`src/rtl/psu_pkg.sv`:
```
// Constants and carrier types for the synchronous update and override block
package psu_pkg;

	// ------------------------------------------------------------
	// Register offsets (byte addresses)
	// ------------------------------------------------------------
	localparam logic [7:0] OFF_SYNC_UPDATE_PERIOD        = 8'h2c;
	localparam logic [7:0] OFF_SYNC_UPDATE_PERIOD_SHADOW = 8'h30;
	localparam logic [7:0] OFF_IRQ_ENABLE_TWO            = 8'h34;
	localparam logic [7:0] OFF_IRQ_DISABLE_TWO           = 8'h38;
	localparam logic [7:0] OFF_IRQ_MASK_TWO              = 8'h3c;
	localparam logic [7:0] OFF_IRQ_STATUS_TWO            = 8'h40;
	localparam logic [7:0] OFF_OVERRIDE_LEVELS           = 8'h44;
	localparam logic [7:0] OFF_OUTPUT_SOURCE_SELECT      = 8'h48;

	// ------------------------------------------------------------
	// Field positions and reset values
	// ------------------------------------------------------------
	localparam int          PERIOD_W        = 4;
	localparam int          INTERVAL_LSB    = 0;
	localparam int          TICK_COUNT_LSB  = 4;
	localparam int          WRITE_OPEN_BIT  = 0;
	localparam int          UNDERRUN_BIT    = 3;
	localparam int          HIT_LSB         = 8;
	localparam int          REFRESHED_LSB   = 16;
	localparam int          HIGH_LSB        = 0;
	localparam int          LOW_LSB         = 16;
	localparam logic [31:0] IRQ_TWO_VALID   = 32'h00ffff09;
	localparam logic [31:0] RESET_WORD      = 32'h00000000;
	localparam logic [3:0]  RESET_NIBBLE    = 4'h0;

	// ------------------------------------------------------------
	// Types
	// ------------------------------------------------------------
	typedef enum logic [1:0] {
		PSU_MODE_MANUAL   = 2'b00,
		PSU_MODE_AUTO_CPU = 2'b01,
		PSU_MODE_AUTO_DMA = 2'b10,
		PSU_MODE_RESERVED = 2'b11
	} psu_mode_t;

	typedef struct packed {
		logic        psel;
		logic        penable;
		logic        pwrite;
		logic [7:0]  paddr;
		logic [31:0] pwdata;
	} psu_apb_req_t;

	typedef struct packed {
		logic [31:0] prdata;
		logic        pready;
		logic        pslverr;
	} psu_apb_rsp_t;

	typedef struct packed {
		logic [7:0] comparison_refreshed;
		logic [7:0] comparison_hit;
		logic       refresh_underrun;
	} psu_events_t;

	typedef struct packed {
		logic [3:0] high;
		logic [3:0] low;
	} psu_pair_t;

endpackage

```
`src/rtl/psu_sync_update.sv`:
```
// Update-period timer, second interrupt set and channel output override
`timescale 1ns/10ps

module psu_sync_update (
	input  wire logic                 pclk,
	input  wire logic                 presetn,
	input  wire logic                 pclk_en,
	input  wire psu_pkg::psu_apb_req_t apb_req,
	output      psu_pkg::psu_apb_rsp_t apb_rsp,
	input  wire psu_pkg::psu_mode_t   sync_refresh_mode,
	input  wire logic                 sync_period_end,
	input  wire psu_pkg::psu_events_t events,
	input  wire psu_pkg::psu_pair_t   deadband_out,
	output      psu_pkg::psu_pair_t   channel_pin,
	output      logic                 sync_update_apply,
	output      logic                 irq
);

	// ------------------------------------------------------------
	// State
	// ------------------------------------------------------------
	typedef struct packed {
		logic [3:0]         update_interval;
		logic [3:0]         update_interval_shadow;
		logic [3:0]         period_tick_count;
		logic [31:0]        mask;
		logic [31:0]        status;
		logic [3:0]         high_forced_level;
		logic [3:0]         low_forced_level;
		logic [3:0]         high_source_select;
		logic [3:0]         low_source_select;
		psu_pkg::psu_pair_t pins;
		logic [31:0]        rdata;
		logic               ready;
		logic               err;
		logic               apply;
		logic               irq;
	} psu_state_t;

	psu_state_t st_reg;
	psu_state_t st_next;

	function automatic logic hit(input logic [7:0] a, input logic [7:0] off);
		hit = (a == off);
	endfunction

	function automatic logic mapped(input logic [7:0] a);
		mapped = hit(a, psu_pkg::OFF_SYNC_UPDATE_PERIOD) ||
			hit(a, psu_pkg::OFF_SYNC_UPDATE_PERIOD_SHADOW) ||
			hit(a, psu_pkg::OFF_IRQ_ENABLE_TWO) ||
			hit(a, psu_pkg::OFF_IRQ_DISABLE_TWO) ||
			hit(a, psu_pkg::OFF_IRQ_MASK_TWO) ||
			hit(a, psu_pkg::OFF_IRQ_STATUS_TWO) ||
			hit(a, psu_pkg::OFF_OVERRIDE_LEVELS) ||
			hit(a, psu_pkg::OFF_OUTPUT_SOURCE_SELECT);
	endfunction

	// ------------------------------------------------------------
	// Decoded strobes
	// ------------------------------------------------------------
	logic        setup;
	logic        done;
	logic        wr;
	logic        rd;
	logic        auto_mode;
	logic        tick;
	logic        elapse;
	logic [31:0] ev_word;
	logic [31:0] wdat;

	assign setup     = apb_req.psel && !apb_req.penable;
	assign done      = apb_req.psel && apb_req.penable && st_reg.ready;
	assign wr        = done && apb_req.pwrite;
	assign rd        = done && !apb_req.pwrite;
	assign wdat      = apb_req.pwdata;
	assign auto_mode = (sync_refresh_mode == psu_pkg::PSU_MODE_AUTO_CPU) ||
		(sync_refresh_mode == psu_pkg::PSU_MODE_AUTO_DMA);
	assign tick      = sync_period_end && auto_mode;
	// Compare with >= so a period shortened below the count still wraps
	assign elapse    = tick &&
		(st_reg.period_tick_count >= st_reg.update_interval);

	always_comb begin
		ev_word = psu_pkg::RESET_WORD;
		ev_word[psu_pkg::REFRESHED_LSB +: 8] =
			events.comparison_refreshed;
		ev_word[psu_pkg::HIT_LSB +: 8] = events.comparison_hit;
		ev_word[psu_pkg::UNDERRUN_BIT] = events.refresh_underrun;
		// DMA-paced mode shares the elapse trigger; mode 0 never opens it
		ev_word[psu_pkg::WRITE_OPEN_BIT] = elapse;
	end

	// ------------------------------------------------------------
	// Next state
	// ------------------------------------------------------------
	always_comb begin
		st_next = st_reg;
		st_next.apply = 1'b0;

		// Update-period timer
		if (!auto_mode) begin
			st_next.period_tick_count = psu_pkg::RESET_NIBBLE;
		end else if (tick) begin
			if (elapse) begin
				st_next.period_tick_count = psu_pkg::RESET_NIBBLE;
				st_next.apply = 1'b1;
				// Reload only at the wrap so no stray trigger is made
				st_next.update_interval =
					st_reg.update_interval_shadow;
			end else begin
				st_next.period_tick_count =
					st_reg.period_tick_count + 4'h1;
			end
		end

		// APB slave: no wait state, read data latched at setup
		if (setup) begin
			st_next.ready = 1'b1;
			st_next.err   = !mapped(apb_req.paddr);
			st_next.rdata = psu_pkg::RESET_WORD;
			unique case (apb_req.paddr)
				psu_pkg::OFF_SYNC_UPDATE_PERIOD: begin
					st_next.rdata[psu_pkg::TICK_COUNT_LSB +: 4] =
						st_reg.period_tick_count;
					st_next.rdata[psu_pkg::INTERVAL_LSB +: 4] =
						st_reg.update_interval;
				end
				psu_pkg::OFF_IRQ_MASK_TWO: begin
					st_next.rdata = st_reg.mask;
				end
				psu_pkg::OFF_IRQ_STATUS_TWO: begin
					st_next.rdata = st_reg.status;
				end
				psu_pkg::OFF_OVERRIDE_LEVELS: begin
					st_next.rdata[psu_pkg::HIGH_LSB +: 4] =
						st_reg.high_forced_level;
					st_next.rdata[psu_pkg::LOW_LSB +: 4] =
						st_reg.low_forced_level;
				end
				psu_pkg::OFF_OUTPUT_SOURCE_SELECT: begin
					st_next.rdata[psu_pkg::HIGH_LSB +: 4] =
						st_reg.high_source_select;
					st_next.rdata[psu_pkg::LOW_LSB +: 4] =
						st_reg.low_source_select;
				end
				default: begin
					st_next.rdata = psu_pkg::RESET_WORD;
				end
			endcase
		end else if (done) begin
			st_next.ready = 1'b0;
			st_next.err   = 1'b0;
		end

		// Register writes take effect at the completing edge
		if (wr) begin
			unique case (apb_req.paddr)
				psu_pkg::OFF_SYNC_UPDATE_PERIOD: begin
					// Keep the shadow in step so a later wrap reloads it
					st_next.update_interval =
						wdat[psu_pkg::INTERVAL_LSB +: 4];
					st_next.update_interval_shadow =
						wdat[psu_pkg::INTERVAL_LSB +: 4];
				end
				psu_pkg::OFF_SYNC_UPDATE_PERIOD_SHADOW: begin
					st_next.update_interval_shadow =
						wdat[psu_pkg::INTERVAL_LSB +: 4];
				end
				psu_pkg::OFF_IRQ_ENABLE_TWO: begin
					st_next.mask = st_reg.mask |
						(wdat & psu_pkg::IRQ_TWO_VALID);
				end
				psu_pkg::OFF_IRQ_DISABLE_TWO: begin
					st_next.mask = st_reg.mask &
						~(wdat & psu_pkg::IRQ_TWO_VALID);
				end
				psu_pkg::OFF_OVERRIDE_LEVELS: begin
					st_next.high_forced_level =
						wdat[psu_pkg::HIGH_LSB +: 4];
					st_next.low_forced_level =
						wdat[psu_pkg::LOW_LSB +: 4];
				end
				psu_pkg::OFF_OUTPUT_SOURCE_SELECT: begin
					st_next.high_source_select =
						wdat[psu_pkg::HIGH_LSB +: 4];
					st_next.low_source_select =
						wdat[psu_pkg::LOW_LSB +: 4];
				end
				default: begin
					st_next.mask = st_reg.mask;
				end
			endcase
		end

		// Sticky flags; an event in the clearing cycle survives
		if (rd && hit(apb_req.paddr, psu_pkg::OFF_IRQ_STATUS_TWO)) begin
			// Clear only what the read returned: a flag raised at the
			// setup edge was not reported yet and must stay set
			st_next.status = (st_reg.status & ~st_reg.rdata) |
				ev_word;
		end else begin
			st_next.status = st_reg.status | ev_word;
		end

		st_next.irq = |(st_next.status & st_next.mask);

		st_next.pins.high =
			(st_reg.high_source_select & st_reg.high_forced_level) |
			(~st_reg.high_source_select & deadband_out.high);
		st_next.pins.low =
			(st_reg.low_source_select & st_reg.low_forced_level) |
			(~st_reg.low_source_select & deadband_out.low);
	end

	// ------------------------------------------------------------
	// Registers
	// ------------------------------------------------------------
	always_ff @(posedge pclk or negedge presetn) begin
		if (!presetn) begin
			st_reg <= '0;
		end else if (pclk_en) begin
			st_reg <= st_next;
		end
	end

	assign apb_rsp.prdata     = st_reg.rdata;
	assign apb_rsp.pready     = st_reg.ready;
	assign apb_rsp.pslverr    = st_reg.err;
	assign channel_pin        = st_reg.pins;
	assign sync_update_apply  = st_reg.apply;
	assign irq                = st_reg.irq;

	logic wr_en_go;
	logic wr_dis_go;
	logic rd_st_go;
	assign wr_en_go  = pclk_en && wr &&
		hit(apb_req.paddr, psu_pkg::OFF_IRQ_ENABLE_TWO);
	assign wr_dis_go = pclk_en && wr &&
		hit(apb_req.paddr, psu_pkg::OFF_IRQ_DISABLE_TWO);
	assign rd_st_go  = pclk_en && rd &&
		hit(apb_req.paddr, psu_pkg::OFF_IRQ_STATUS_TWO);
endmodule

```
`config.mk`:
```
export PLATFORM = sky130hd
export DESIGN_NAME = psu_sync_update
export DESIGN_NICKNAME = d
export VERILOG_FILES = /design/src/rtl/psu_pkg.sv /design/src/rtl/psu_sync_update.sv
export SDC_FILE = /design/constraint.sdc
export NUM_CORES = 1
export LEC_CHECK = 0
export BUFFER_PORTS_ARGS = -buffer_cell sky130_fd_sc_hd__buf_2
export CORE_MARGIN = 2
export CORE_UTILIZATION = 50
export CTS_BUF_LIST = sky130_fd_sc_hd__clkbuf_4 sky130_fd_sc_hd__clkbuf_8
export DETAILED_ROUTE_END_ITERATION = 12
export PLACE_DENSITY = 0.73
export SETUP_SLACK_MARGIN = 0.2
export SYNTH_ARGS = -nofsm -noshare
export SYNTH_HDL_FRONTEND = slang
export SYNTH_SLANG_ARGS = --single-unit
export TNS_END_PERCENT = 30
```
`constraint.sdc`:
```
create_clock -name pclk -period 2.32 [get_ports pclk]
set_input_delay 0.348 -clock pclk [delete_from_list [all_inputs] [get_ports pclk]]
set_output_delay 0.348 -clock pclk [all_outputs]
set_load 0.05 [all_outputs]
```
Word level (Yosys, flattened, before mapping)
Cells that the tools add are included.
- add/subtract/negate cells: 1
- order comparisons: 1
- equality and inequality tests: 11
- muxes and demuxes: 22
- bitwise operators: 16
- reduce and logical (&&, ||, !) cells: 28
- operator list (operator ; number):
    $and 32x32->32 ; 3
    $or 32x24->32 ; 3
    $mux 32 ; 2
    $pmux 32 s2 ; 1
    $eq 8x6->1 const B ; 5
    $mux 4 ; 8
    $not 24->32 ; 1
    $not 32->32 ; 1
    $reduce_or 32->1 ; 1
    $eq 8x7->1 const B ; 3
    $pmux 12 s2 ; 1
    $pmux 4 s5 ; 1
    $and 4x4->4 ; 4
    $pmux 4 s4 ; 1
    $pmux 8 s2 ; 1
    $pmux 4 s3 ; 1
    $reduce_and 3->1 ; 3
    $logic_and 1x1->1 ; 8
    $logic_or 1x1->1 ; 8
    $mux 8 ; 1
    $not 4->4 ; 2
    $or 4x4->4 ; 2
    $reduce_and 2->1 ; 3
    $add 4x1->4 const B ; 1
    other kinds (9) ; 14
- bits in registers: 136
- input port bits: 74
- output and inout bits: 44
- word-level logic and storage cells: 95

Longest topological paths before layout
Gate-level depths: netlist (run 1).
- depth in word-level cells: 10
- mapped depth: 9
- mapped depth without buffers: 8

Least setup slack after synthesis (run 1)
Ideal clock, no wire load.
- path type: input-to-reg
- from: input port apb_req[36] (netlist bit)
- to: register st_reg, in the netlist irq
- setup time: 0.126 ns
- data arrival time: 2.163 ns
- required time: 2.194 ns
- slack: 0.031 ns
- cell stages on the path: 8
- path buffers: 2
- cells stage by stage: or4b_1 buf_2 nor3_4 buf_6 a31oi_1 a222oi_1 nand4_1 o32a_1
- word-level cells in the longest chain between the ends: 5
- elaborated cells on any way between the ends: 9
- classes of those cells: eq/ne (3); mux (3); bitwise (1); reduce/logical (2)
- ends and longest elaborated chain (what ; RTL line ; source):
    start, declared ; psu_sync_update.sv:8 ; input wire psu_pkg::psu_apb_req_t apb_req,
    $eq 8x6->1 or $eq 8x7->1 (tied branches) ; psu_sync_update.sv:157, psu_sync_update.sv:44 ;
    $pmux 32 s2 or $logic_and 1x1->1 (tied branches) ; psu_sync_update.sv:157, psu_sync_update.sv:196 ;
    $mux 32 (on tied branches) ; psu_sync_update.sv:156, psu_sync_update.sv:196 ;
    $and 32x32->32 * ; psu_sync_update.sv:205 ; st_next.irq = |(st_next.status & st_next.mask);
    $reduce_or 32->1 * ; psu_sync_update.sv:205 ;
    end signal, assigned ; psu_sync_update.sv:222 ; st_reg <= st_next;
    end, declared ; psu_sync_update.sv:40 ; psu_state_t st_reg;
Mark *: on every way between the ends. The rest lies on a longest branch, timed or not.
A chain may end at the register's enable or synchronous reset.

Worst setup path after layout (run 1)
- from: register st_reg, in the netlist apb_rsp[1]
- to: register st_reg, in the netlist irq
- word-level cells in the longest chain between the ends: 6
- elaborated cells on any way between the ends: 8
- classes of those cells: mux (2); bitwise (1); reduce/logical (5)
- ends and longest elaborated chain (what ; RTL line ; source):
    $logic_and 1x1->1 * ; psu_sync_update.sv:72 ; assign done = apb_req.psel && apb_req.penable && st_reg.ready;
    $logic_and 1x1->1 ; psu_sync_update.sv:74 ; assign rd = done && !apb_req.pwrite;
    $logic_and 1x1->1 ; psu_sync_update.sv:196 ; if (rd && hit(apb_req.paddr, psu_pkg::OFF_IRQ_STATUS_TWO)) begin
    $mux 32 ; psu_sync_update.sv:196 ;
    $and 32x32->32 * ; psu_sync_update.sv:205 ;
    $reduce_or 32->1 * ; psu_sync_update.sv:205 ;
Marked as above.

==> results of run 1 <==
[cells in the mapped netlist, drive strengths merged, types with 2 or more instances]
| master | instances |
|---|---|
| o2bb2ai | 4 |
| o32a | 3 |
| a221oi | 2 |
| nand2b | 3 |
| a31oi | 12 |
| o22ai | 7 |
| dfrtp | 122 |
| nand3 | 14 |
| or2 | 2 |
| a41oi | 3 |
| mux2 | 25 |
| nand4b | 2 |
| inv | 17 |
| and3b | 2 |
| a222oi | 3 |
| or4b | 2 |
| o41a | 3 |
| nand2 | 66 |
| clkbuf | 28 |
| nand4 | 13 |
| ha | 5 |
| a22o | 30 |
| o21ai | 25 |
| and4 | 5 |
| buf | 50 |
| nor2b | 7 |
| a21boi | 15 |
| o21a | 2 |
| and3 | 2 |
| nor3 | 2 |
| nor4b | 3 |
| and2 | 4 |
| o41ai | 4 |
| nor2 | 38 |
| mux2i | 8 |
| a22oi | 36 |
| a21oi | 22 |
[power breakdown]
group	internal [mW]	switching (mW)	leakage, nW
sequential	2.25	0.105	1.53
combinational	0.326	0.557	1.76
clock	1.36	0.865	0.233
total	3.93	1.53	3.52
[kinds of logic (layout without fill, tap and decap cells)]
| group | Yosys count | in the layout | synth area share |
|---|---|---|---|
| adders and majority gates | 5 | 5 | 0.0101 |
| muxes | 33 | 33 | 0.0584 |
| AOI/OAI and AO/OA | 182 | 182 | 0.213 |
| xor gates and xnor gates | 1 | 1 | 0.00142 |
| DFF | 122 | 122 | 0.493 |
| and+or+nand+nor | 170 | 170 | 0.138 |
| buffers and inverters | 95 | 222 | 0.0855 |
[repair_timing]
item | 4_1_cts | 5_1_grt
endpoints found under the hold margin | 27 | 0
pin swaps | 3 | 6
buffers inserted | 1 | 2
gates resized for setup | 15 | 2
endpoints found under the setup margin | 7 | 6
hold buffers | 1 | 0
[through the flow]
stage	area, µm²	util	worst slack (ns)
CTS	7560	0.627	0.190
global route	7590	0.629	-0.00310
detailed placement	7010	0.581	-0.302
finish	7590	0.629	0.0833
global placement	7010	0.581	-0.257
floorplan	6200	-	0.0582
[routing by layer]
layer  vias up  global-route usage  part of all wire
met4         0               0.129             0.021
met2       236               0.440              0.50
met1      2622               0.354              0.42
met3        35              0.0696             0.064
li1       2437                   -                 -
met5         -                   0                 0
[worst paths after layout]
check	cells past startpoint	from	to
hold reg to reg	1	apb_rsp[29]$_DFFE_PN0P_	st_reg[87]$_DFFE_PN0P_
setup reg to reg	9	apb_rsp[1]$_DFFE_PN0P_	irq$_DFFE_PN0P_
hold / removal	2	apb_req[10]	st_reg[102]$_DFFE_PN0P_
max in group asynchronous	3	presetn	st_reg[133]$_DFFE_PN0P_
setup / recovery	9	apb_rsp[1]$_DFFE_PN0P_	irq$_DFFE_PN0P_
min in group asynchronous	2	presetn	apb_rsp[31]$_DFFE_PN0P_
[layout make-up]
cell class / instances / area (µm²) / share of cell area
clock buffer: 21 / 277 / 0.0364
clock inverter: 11 / 193 / 0.0254
inverter: 17 / 63.8 / 0.00841
multi-input combinational: 391 / 2680 / 0.354
sequential: 122 / 3050 / 0.402
tap: 168 / 210 / 0.0277
timing repair buffer: 173 / 1110 / 0.146
==> results_dict.tcl, run 1 <==
set metrics [dict create \
    p_total_mw 5.46 \
    synth_flop_cell "dfrtp_1" \
    path_common_cell "buf_6" \
    h-tree-depth 4 \
    clockBufferDepth 2 \
    outcome "finished, final reports clean" \
    clock_skew_ns 0.00768 \
    core_um2 12100 \
    cts_buffers 17 \
    post-route-period-util 0.964 \
    max_freq_mhz 447 \
    routed_wirelength_um 17100 \
    hold_class "input port to flop" \
    postRouteAntennaNets 0 \
    whs_ns 0.150 \
    drive_gt1_frac 0.335 \
    place_inst 867 \
    path_buf_inv 3 \
    slew_headroom 0.548 \
    period_needed_ns 2.24 \
    synth.distinct_cells 61 \
    vias 5330 \
    final_common_cell "dfrtp_1" \
    grt_pass1_wl_um 27800 \
    place_congestion 0.884 \
    irDropWorstVdd_mv 0.460 \
    rows 40 \
    dp.final_hpwl_um 11900 \
    async_reset_ff_frac 1.00 \
    synth_top_area_cell "dfrtp_1" \
    cp.arrival_ns 2.58 \
    critPathTopFamily "compound AO/OA/AOI/OAI gates" \
    syn_to_final_growth_pct 22.6 \
    stdcell_count 903 \
    reg2reg_slack_ns 0.08 \
    seq_area_frac_synth 0.493 \
    final-setup-viol-count 0 \
    grt_max_degree 55 \
    synth_nets 687 \
    syn_area_um2 6190 \
    worst_slew_pin_slew_ns 0.669 \
    final_hold_viol_count 0 \
    crit_slowest_cell "dfrtp_1" \
    dr.pass1.iters 7 \
    worstSetupPathType "flop to flop" \
    timing.max_cap.violations 0 \
    port_buffers 105 \
    endpoint_kind "flop" \
    cts_tree "done" \
    worstPathMaxFanout 4 \
    p_leak_nw 3.52 \
    clk_root_buffer_cell "clkbuf_8" \
    ys_top_cells_by_area "dfrtp_1 (49%), buf_4 (5.1%), mux2_2 (4.6%)" \
    synth_edf_count 0 \
    ios 118 \
    yosys_warnings 0 \
    finalSetupTns_ns 0 \
    clk_pin_slew_worst_paths_ns 0.07 \
    wire_per_inst_um 18.9 \
    grt_usage 0.275 \
    syn_avg_cell_area_um2 10.2 \
    rsz0062_at_grt "yes" \
    crit_chain "buf_6 -> nand4b_1 -> buf_6 -> buf_4 -> o41a_1 -> o22ai_1 -> o2111a_1 -> nand4_1 -> o32a_1" \
    clk_latency_ns 0.45 \
    drcViolationCount 0 \
    grt_pass1_vias 5406 \
    max_stage_delay_ns 0.40 \
    die_w_um 115 \
    ys_seq_elements 122 \
    antenna_found_initial 0 \
    grt_remaining_overflow 0 \
    p_per_area_nw_per_um2 719 \
    initial_core_util 0.513 \
    n_fill_cell 997 \
    drt-vias-per-instance 5.90 \
    start_kind "flop" \
    diodes 0 \
    layout_common_cells "dfrtp_1 (122), buf_2 (104), nand2_1 (66)" \
    yosysTopAreaCellShare 0.493 \
    largest_reg_flops 78 \
    postSynthCellCount 608 \
    nNetsFinal 801 \
    dieArea_um2 13300 \
    cts_sinks 122 \
    drv_slew 0 \
    worstPathRequired_ns 2.66 \
    drt_iter0_drc 554 \
    die_h_um 115 \
]
Power figures use the tool's default switching activity.
==> inputs of run 2 (changes only) <==
Settings changed: CORE_MARGIN 2 to unset, SETUP_SLACK_MARGIN 0.2 to unset.
==> results_dict.tcl, run 2 (same netlist as run 1, synthesis figures left out) <==
set metrics [dict create \
    crit_slowest_cell "o32a_1" \
    post-route-period-util 0.953 \
    antenna_found_initial 0 \
    die_h_um 113 \
    postRouteAntennaNets 0 \
    endpoint_kind "flop" \
    max_freq_mhz 452 \
    reg2reg_to "irq$_DFFE_PN0P_" \
    start_kind "flop" \
    dr.pass1.iters 5 \
    design_area_um2 7370 \
    worstPathMaxFanout 5 \
    whs_ns 0.144 \
    path_common_cell "buf_4" \
    hold_class "input port to flop" \
    drt-vias-per-instance 5.84 \
    largest_reg_flops 78 \
    grt_pass1_wl_um 26100 \
    swShare 0.297 \
    crit_chain "buf_4 -> nand4b_1 -> buf_4 -> nor3_4 -> buf_4 -> o2bb2ai_1 -> o2111a_1 -> nand4_1 -> o32a_1" \
    die_w_um 113 \
    clockBufferDepth 2 \
    outcome "finished, final reports clean" \
    p_sw_mw 1.46 \
    post-route-util 0.611 \
    final_hold_viol_count 0 \
    dieArea_um2 12800 \
    clock_skew_ns 0.00692 \
    syn_to_final_growth_pct 19.2 \
    endpoint "irq$_DFFE_PN0P_" \
    clk_latency_ns 0.45 \
    ios 118 \
    clk_pin_slew_worst_paths_ns 0.07 \
    slew_headroom 0.488 \
    dp.final_hpwl_um 11700 \
    routed_wirelength_um 16200 \
    period_needed_ns 2.21 \
    p_per_area_nw_per_um2 666 \
    grt_pass1_vias 5040 \
    clk_root_buffer_cell "clkbuf_8" \
    nNetsFinal 798 \
    drt_iter0_drc 498 \
    setup_slack_ns 0.109 \
    vias 5224 \
    stdcell_count 895 \
    p_comb_frac 0.176 \
    rsz0062_at_grt "no" \
    worst_slew_pin_slew_ns 0.758 \
    grt_remaining_overflow 0 \
    timing.max_cap.violations 0 \
    reg2reg_depth 9 \
    worstPathRequired_ns 2.66 \
    final-setup-viol-count 0 \
    cts_buffers 17 \
    reg2reg_from "apb_rsp[1]$_DFFE_PN0P_" \
    intPower_mw 3.45 \
    initial_core_util 0.513 \
    drcViolationCount 0 \
    place_congestion 0.914 \
    place_inst 866 \
    placed_cell_area_um2 7000 \
    irDropWorstVdd_mv 0.417 \
    drive_gt1_frac 0.320 \
    diodes 0 \
    cts_tree "done" \
    layout_common_cells "dfrtp_1 (122), buf_2 (104), nand2_1 (66)" \
    core_um2 12100 \
    grt_usage 0.267 \
    port_buffers 105 \
    rows 40 \
    clkPwrFrac 0.344 \
    seqPwrFrac 0.480 \
    final_common_cell "dfrtp_1" \
    wire_per_inst_um 18.0 \
    max_stage_delay_ns 0.37 \
    p_total_mw 4.91 \
    cts_sinks 122 \
    drv_slew 0 \
    startpoint "apb_rsp[1]$_DFFE_PN0P_" \
    place_ws_ns -0.326 \
    worstSetupPathType "flop to flop" \
    p_leak_nw 3.44 \
    reg2reg_slack_ns 0.11 \
    cp.arrival_ns 2.55 \
    grt_max_degree 45 \
    h-tree-depth 4 \
    finalSetupTns_ns 0 \
]
## run 2: cell types whose count changed in the layout (fill, tap and decap cells not counted), moves of 2 or more
cell / change
bufinv_16: -5
clkbuf_8: +4
clkinvlp_4: -2
clkinv_4: -2
buf_6: -4
## run 2: cell type report
cell class	count	area (µm²)
fill	1019	4690
sequential	122	3050
multi-input combinational	391	2640
timing repair buffer	170	1070
clock buffer	24	324
tap	168	210
inverter	17	63.8
clock inverter	3	15.0
## run 2: what timing repair did
action                                  CTS  global route
resized for setup                         2             3
pin swaps                                 0             1
setup buffers                             0             1
endpoints found under the setup margin    6             1
hold buffers                              1             0
hold endpoints to repair                 35             0
## run 2: power groups by stage
| stage | registers (mW) | logic, mW | clock network [mW] |
|---|---|---|---|
| floorplan | 2.38 | 0.541 | 0 |
| global placement | 2.38 | 0.808 | 0 |
| detailed placement | 2.39 | 0.834 | 0 |
| CTS | 2.35 | 0.852 | 1.71 |
| global route | 2.37 | 0.942 | 1.80 |
| finish | 2.35 | 0.865 | 1.69 |
## run 2: worst max-delay path: cells and delay by family (launching register included)
family,cells,cell delay [ns]
compound gates,3,0.78
simple gates,3,0.50
buf+inv,3,0.48
flops,1,0.35
## run 2: worst min path at each step
stage / end / depth (start not counted) / slack, ns / startpoint
CTS: st_reg[72]$_DFFE_PN0P_ / 2 / 0.12 / events[5]
global placement: apb_rsp[33]$_DFFE_PN0P_ / 1 / 0.34 / presetn
finish: st_reg[72]$_DFFE_PN0P_ / 2 / 0.14 / events[5]
global route: st_reg[72]$_DFFE_PN0P_ / 2 / 0.13 / events[5]
floorplan: apb_rsp[0]$_DFFE_PN0P_ / 0 / 0.05 / presetn
detailed placement: apb_rsp[30]$_DFFE_PN0P_ / 1 / 0.35 / presetn
## run 2: per-layer routing
metal / vias to the layer above / GRT usage / part of all wire
li1: 2432 / - / -
met1: 2568 / 0.360 / 0.44
met2: 197 / 0.414 / 0.47
met5: - / 0 / 0
met4: 0 / 0.101 / 0.021
met3: 27 / 0.0707 / 0.066
==> inputs of run 3 (changes only) <==
--- a/config.mk
+++ b/config.mk
@@ -8,6 +8,7 @@
 export BUFFER_PORTS_ARGS = -buffer_cell sky130_fd_sc_hd__buf_2
-export CORE_UTILIZATION = 50
+export CORE_MARGIN = 10
+export CORE_UTILIZATION = 55
 export CTS_BUF_LIST = sky130_fd_sc_hd__clkbuf_4 sky130_fd_sc_hd__clkbuf_8
 export DETAILED_ROUTE_END_ITERATION = 12
-export PLACE_DENSITY = 0.73
+export PLACE_DENSITY = 0.79
 export SYNTH_ARGS = -nofsm -noshare
==> constraint.sdc (replaced) <==
create_clock -name pclk -period 2.32 [get_ports pclk]
set_input_delay 0.232 -clock pclk [delete_from_list [all_inputs] [get_ports pclk]]
set_output_delay 0.232 -clock pclk [all_outputs]
set_load 0.05 [all_outputs]
==> results_dict.tcl, run 3 (same netlist as run 1, synthesis figures left out) <==
set metrics [dict create \
    outcome "finished, final reports clean" \
    drv_slew 0 \
    vias 5352 \
    clk_latency_ns 0.44 \
    postRouteAntennaNets 0 \
    cp.depth 8 \
    cts_tree "done" \
    clkPwrFrac 0.388 \
    cp.arrival_ns 2.63 \
    path_common_cell "buf_4" \
    dr.pass1.iters 8 \
    max_stage_delay_ns 0.36 \
    p_per_area_nw_per_um2 717 \
    postCtsSetupBuffers 0 \
    stdcell_count 855 \
    endpoint_kind "flop" \
    final_hold_viol_count 0 \
    die_h_um 126 \
    intPower_mw 3.70 \
    final-setup-viol-count 0 \
    port_buffers 105 \
    dp.final_hpwl_um 12700 \
    post-route-util 0.669 \
    die_w_um 126 \
    swShare 0.294 \
    wire_per_inst_um 20.6 \
    ios 118 \
    critPathTopFamily "simple AND/OR/NAND/NOR gates" \
    place_congestion 0.887 \
    reg2reg_depth 8 \
    p_sw_mw 1.54 \
    timing.max_cap.violations 0 \
    drt-vias-per-instance 6.26 \
    worstSetupPathType "flop to flop" \
    p_comb_frac 0.163 \
    design_area_um2 7310 \
    rsz0062_at_grt "yes" \
    layout_common_cells "dfrtp_1 (122), buf_2 (104), nand2_1 (66)" \
    antenna_found_initial 0 \
    clk_root_buffer_cell "clkbuf_8" \
    drive_gt1_frac 0.308 \
    routed_wirelength_um 17600 \
    worst_slew_pin_slew_ns 0.828 \
    period_needed_ns 2.30 \
    grt_pass1_vias 5511 \
    grt_remaining_overflow 0 \
    reg2reg_slack_ns 0.02 \
    seqPwrFrac 0.449 \
    core_um2 10900 \
    cts_sinks 122 \
    reg2reg_to "irq$_DFFE_PN0P_" \
    p_total_mw 5.24 \
    placed_cell_area_um2 6860 \
    drt_iter0_drc 723 \
    largest_reg_flops 78 \
    final_common_cell "dfrtp_1" \
    crit_chain "buf_4 -> nand4b_1 -> nor3_4 -> buf_4 -> a31oi_1 -> a222oi_1 -> nand4_1 -> o32a_1" \
    h-tree-depth 4 \
    post-route-period-util 0.991 \
    diodes 0 \
    worstPathRequired_ns 2.65 \
    cts_buffers 17 \
    start_kind "flop" \
    endpoint "irq$_DFFE_PN0P_" \
    hold_class "input port to flop" \
    reg2reg_from "apb_rsp[1]$_DFFE_PN0P_" \
    irDropWorstVdd_mv 0.499 \
    grt_usage 0.219 \
    slew_headroom 0.441 \
    nNetsFinal 781 \
    initial_core_util 0.566 \
    drcViolationCount 0 \
    rows 38 \
    dieArea_um2 15900 \
    path_buf_inv 2 \
    max_freq_mhz 435 \
    startpoint "apb_rsp[1]$_DFFE_PN0P_" \
    crit_slowest_cell "o32a_1" \
    grt_max_degree 72 \
    syn_to_final_growth_pct 18.2 \
    worstPathMaxFanout 5 \
    place_inst 822 \
    clockBufferDepth 2 \
    p_leak_nw 3.38 \
    clock_skew_ns 0.00925 \
    grt_pass1_wl_um 28300 \
    clk_pin_slew_worst_paths_ns 0.07 \
]
## run 3: cell types whose count changed in the layout (fill, tap and decap cells not counted), sizes merged
cell	previous run	this run
buf	169	152
clkinvlp	0	4
bufinv	0	3
clkinv	3	4
clkbuf	24	21
## run 3: what timing repair did
item | in CTS | in global routing
pin swaps | 0 | 0
setup endpoints to repair | 5 | 4
hold buffers | 1 | 0
gates resized for setup | 2 | 1
endpoints found under the hold margin | 25 | 0
cloned | 0 | 0
## run 3: worst min-delay path by stage
stage / endpoint / start / depth (start not counted) / slack, ns
detailed placement: sync_update_apply$_DFFE_PN0P_ / presetn / 1 / 0.19
global route: st_reg[75]$_DFFE_PN0P_ / events[8] / 2 / 0.03
global placement: sync_update_apply$_DFFE_PN0P_ / presetn / 1 / 0.17
finish: st_reg[75]$_DFFE_PN0P_ / events[8] / 2 / 0.04
floorplan: apb_rsp[0]$_DFFE_PN0P_ / presetn / 0 / -0.06
CTS: st_reg[72]$_DFFE_PN0P_ / events[5] / 2 / 0.01
## run 3: worst reg2reg max path: stages (launching register included)
cell and delay (ns):
dfrtp_1 0.35, buf_4 0.13, nand4b_1 0.29, nor3_4 0.33, buf_4 0.19, a31oi_1 0.09
a222oi_1 0.26, nand4_1 0.18, o32a_1 0.36
## run 3: cell type report
| cell class | count | area (µm²) |
|---|---|---|
| Tap cell | 140 | 175 |
| Fill cell | 847 | 3620 |
| Timing Repair Buffer | 153 | 966 |
| Multi-Input combinational cell | 391 | 2630 |
| Clock inverter | 11 | 144 |
| Sequential cell | 122 | 3050 |
| Clock buffer | 21 | 283 |
| Inverter | 17 | 63.8 |
## run 3: per-stage QoR
step	setup WS [ns]	hold slack (ns)	TNS, ns
6_report	0.0210	0.0417	0
2_1_floorplan	0.147	-0.0636	0
3_3_place_gp	-0.168	0.169	-0.168
3_5_place_dp	-0.336	0.188	-0.376
4_1_cts	0.0526	0.0144	0
5_1_grt	-0.103	0.0342	-0.103
## run 3: layer usage
layer  vias up  share of wire  GRT usage
met5         -              0          0
met4         0          0.030      0.110
met2       263           0.48      0.347
met3        51          0.078     0.0512
met1      2633           0.41      0.274
li1       2405              -          -
## run 3: power by group through the flow
stage                     clock (mW)  sequential, mW  combinational (mW)
after global placement             0            2.38               0.781
after CTS                       2.06            2.35               0.838
after floorplan                    0            2.38               0.541
after global routing            2.14            2.36               0.928
after detailed placement           0            2.39               0.819
final                           2.03            2.35               0.855
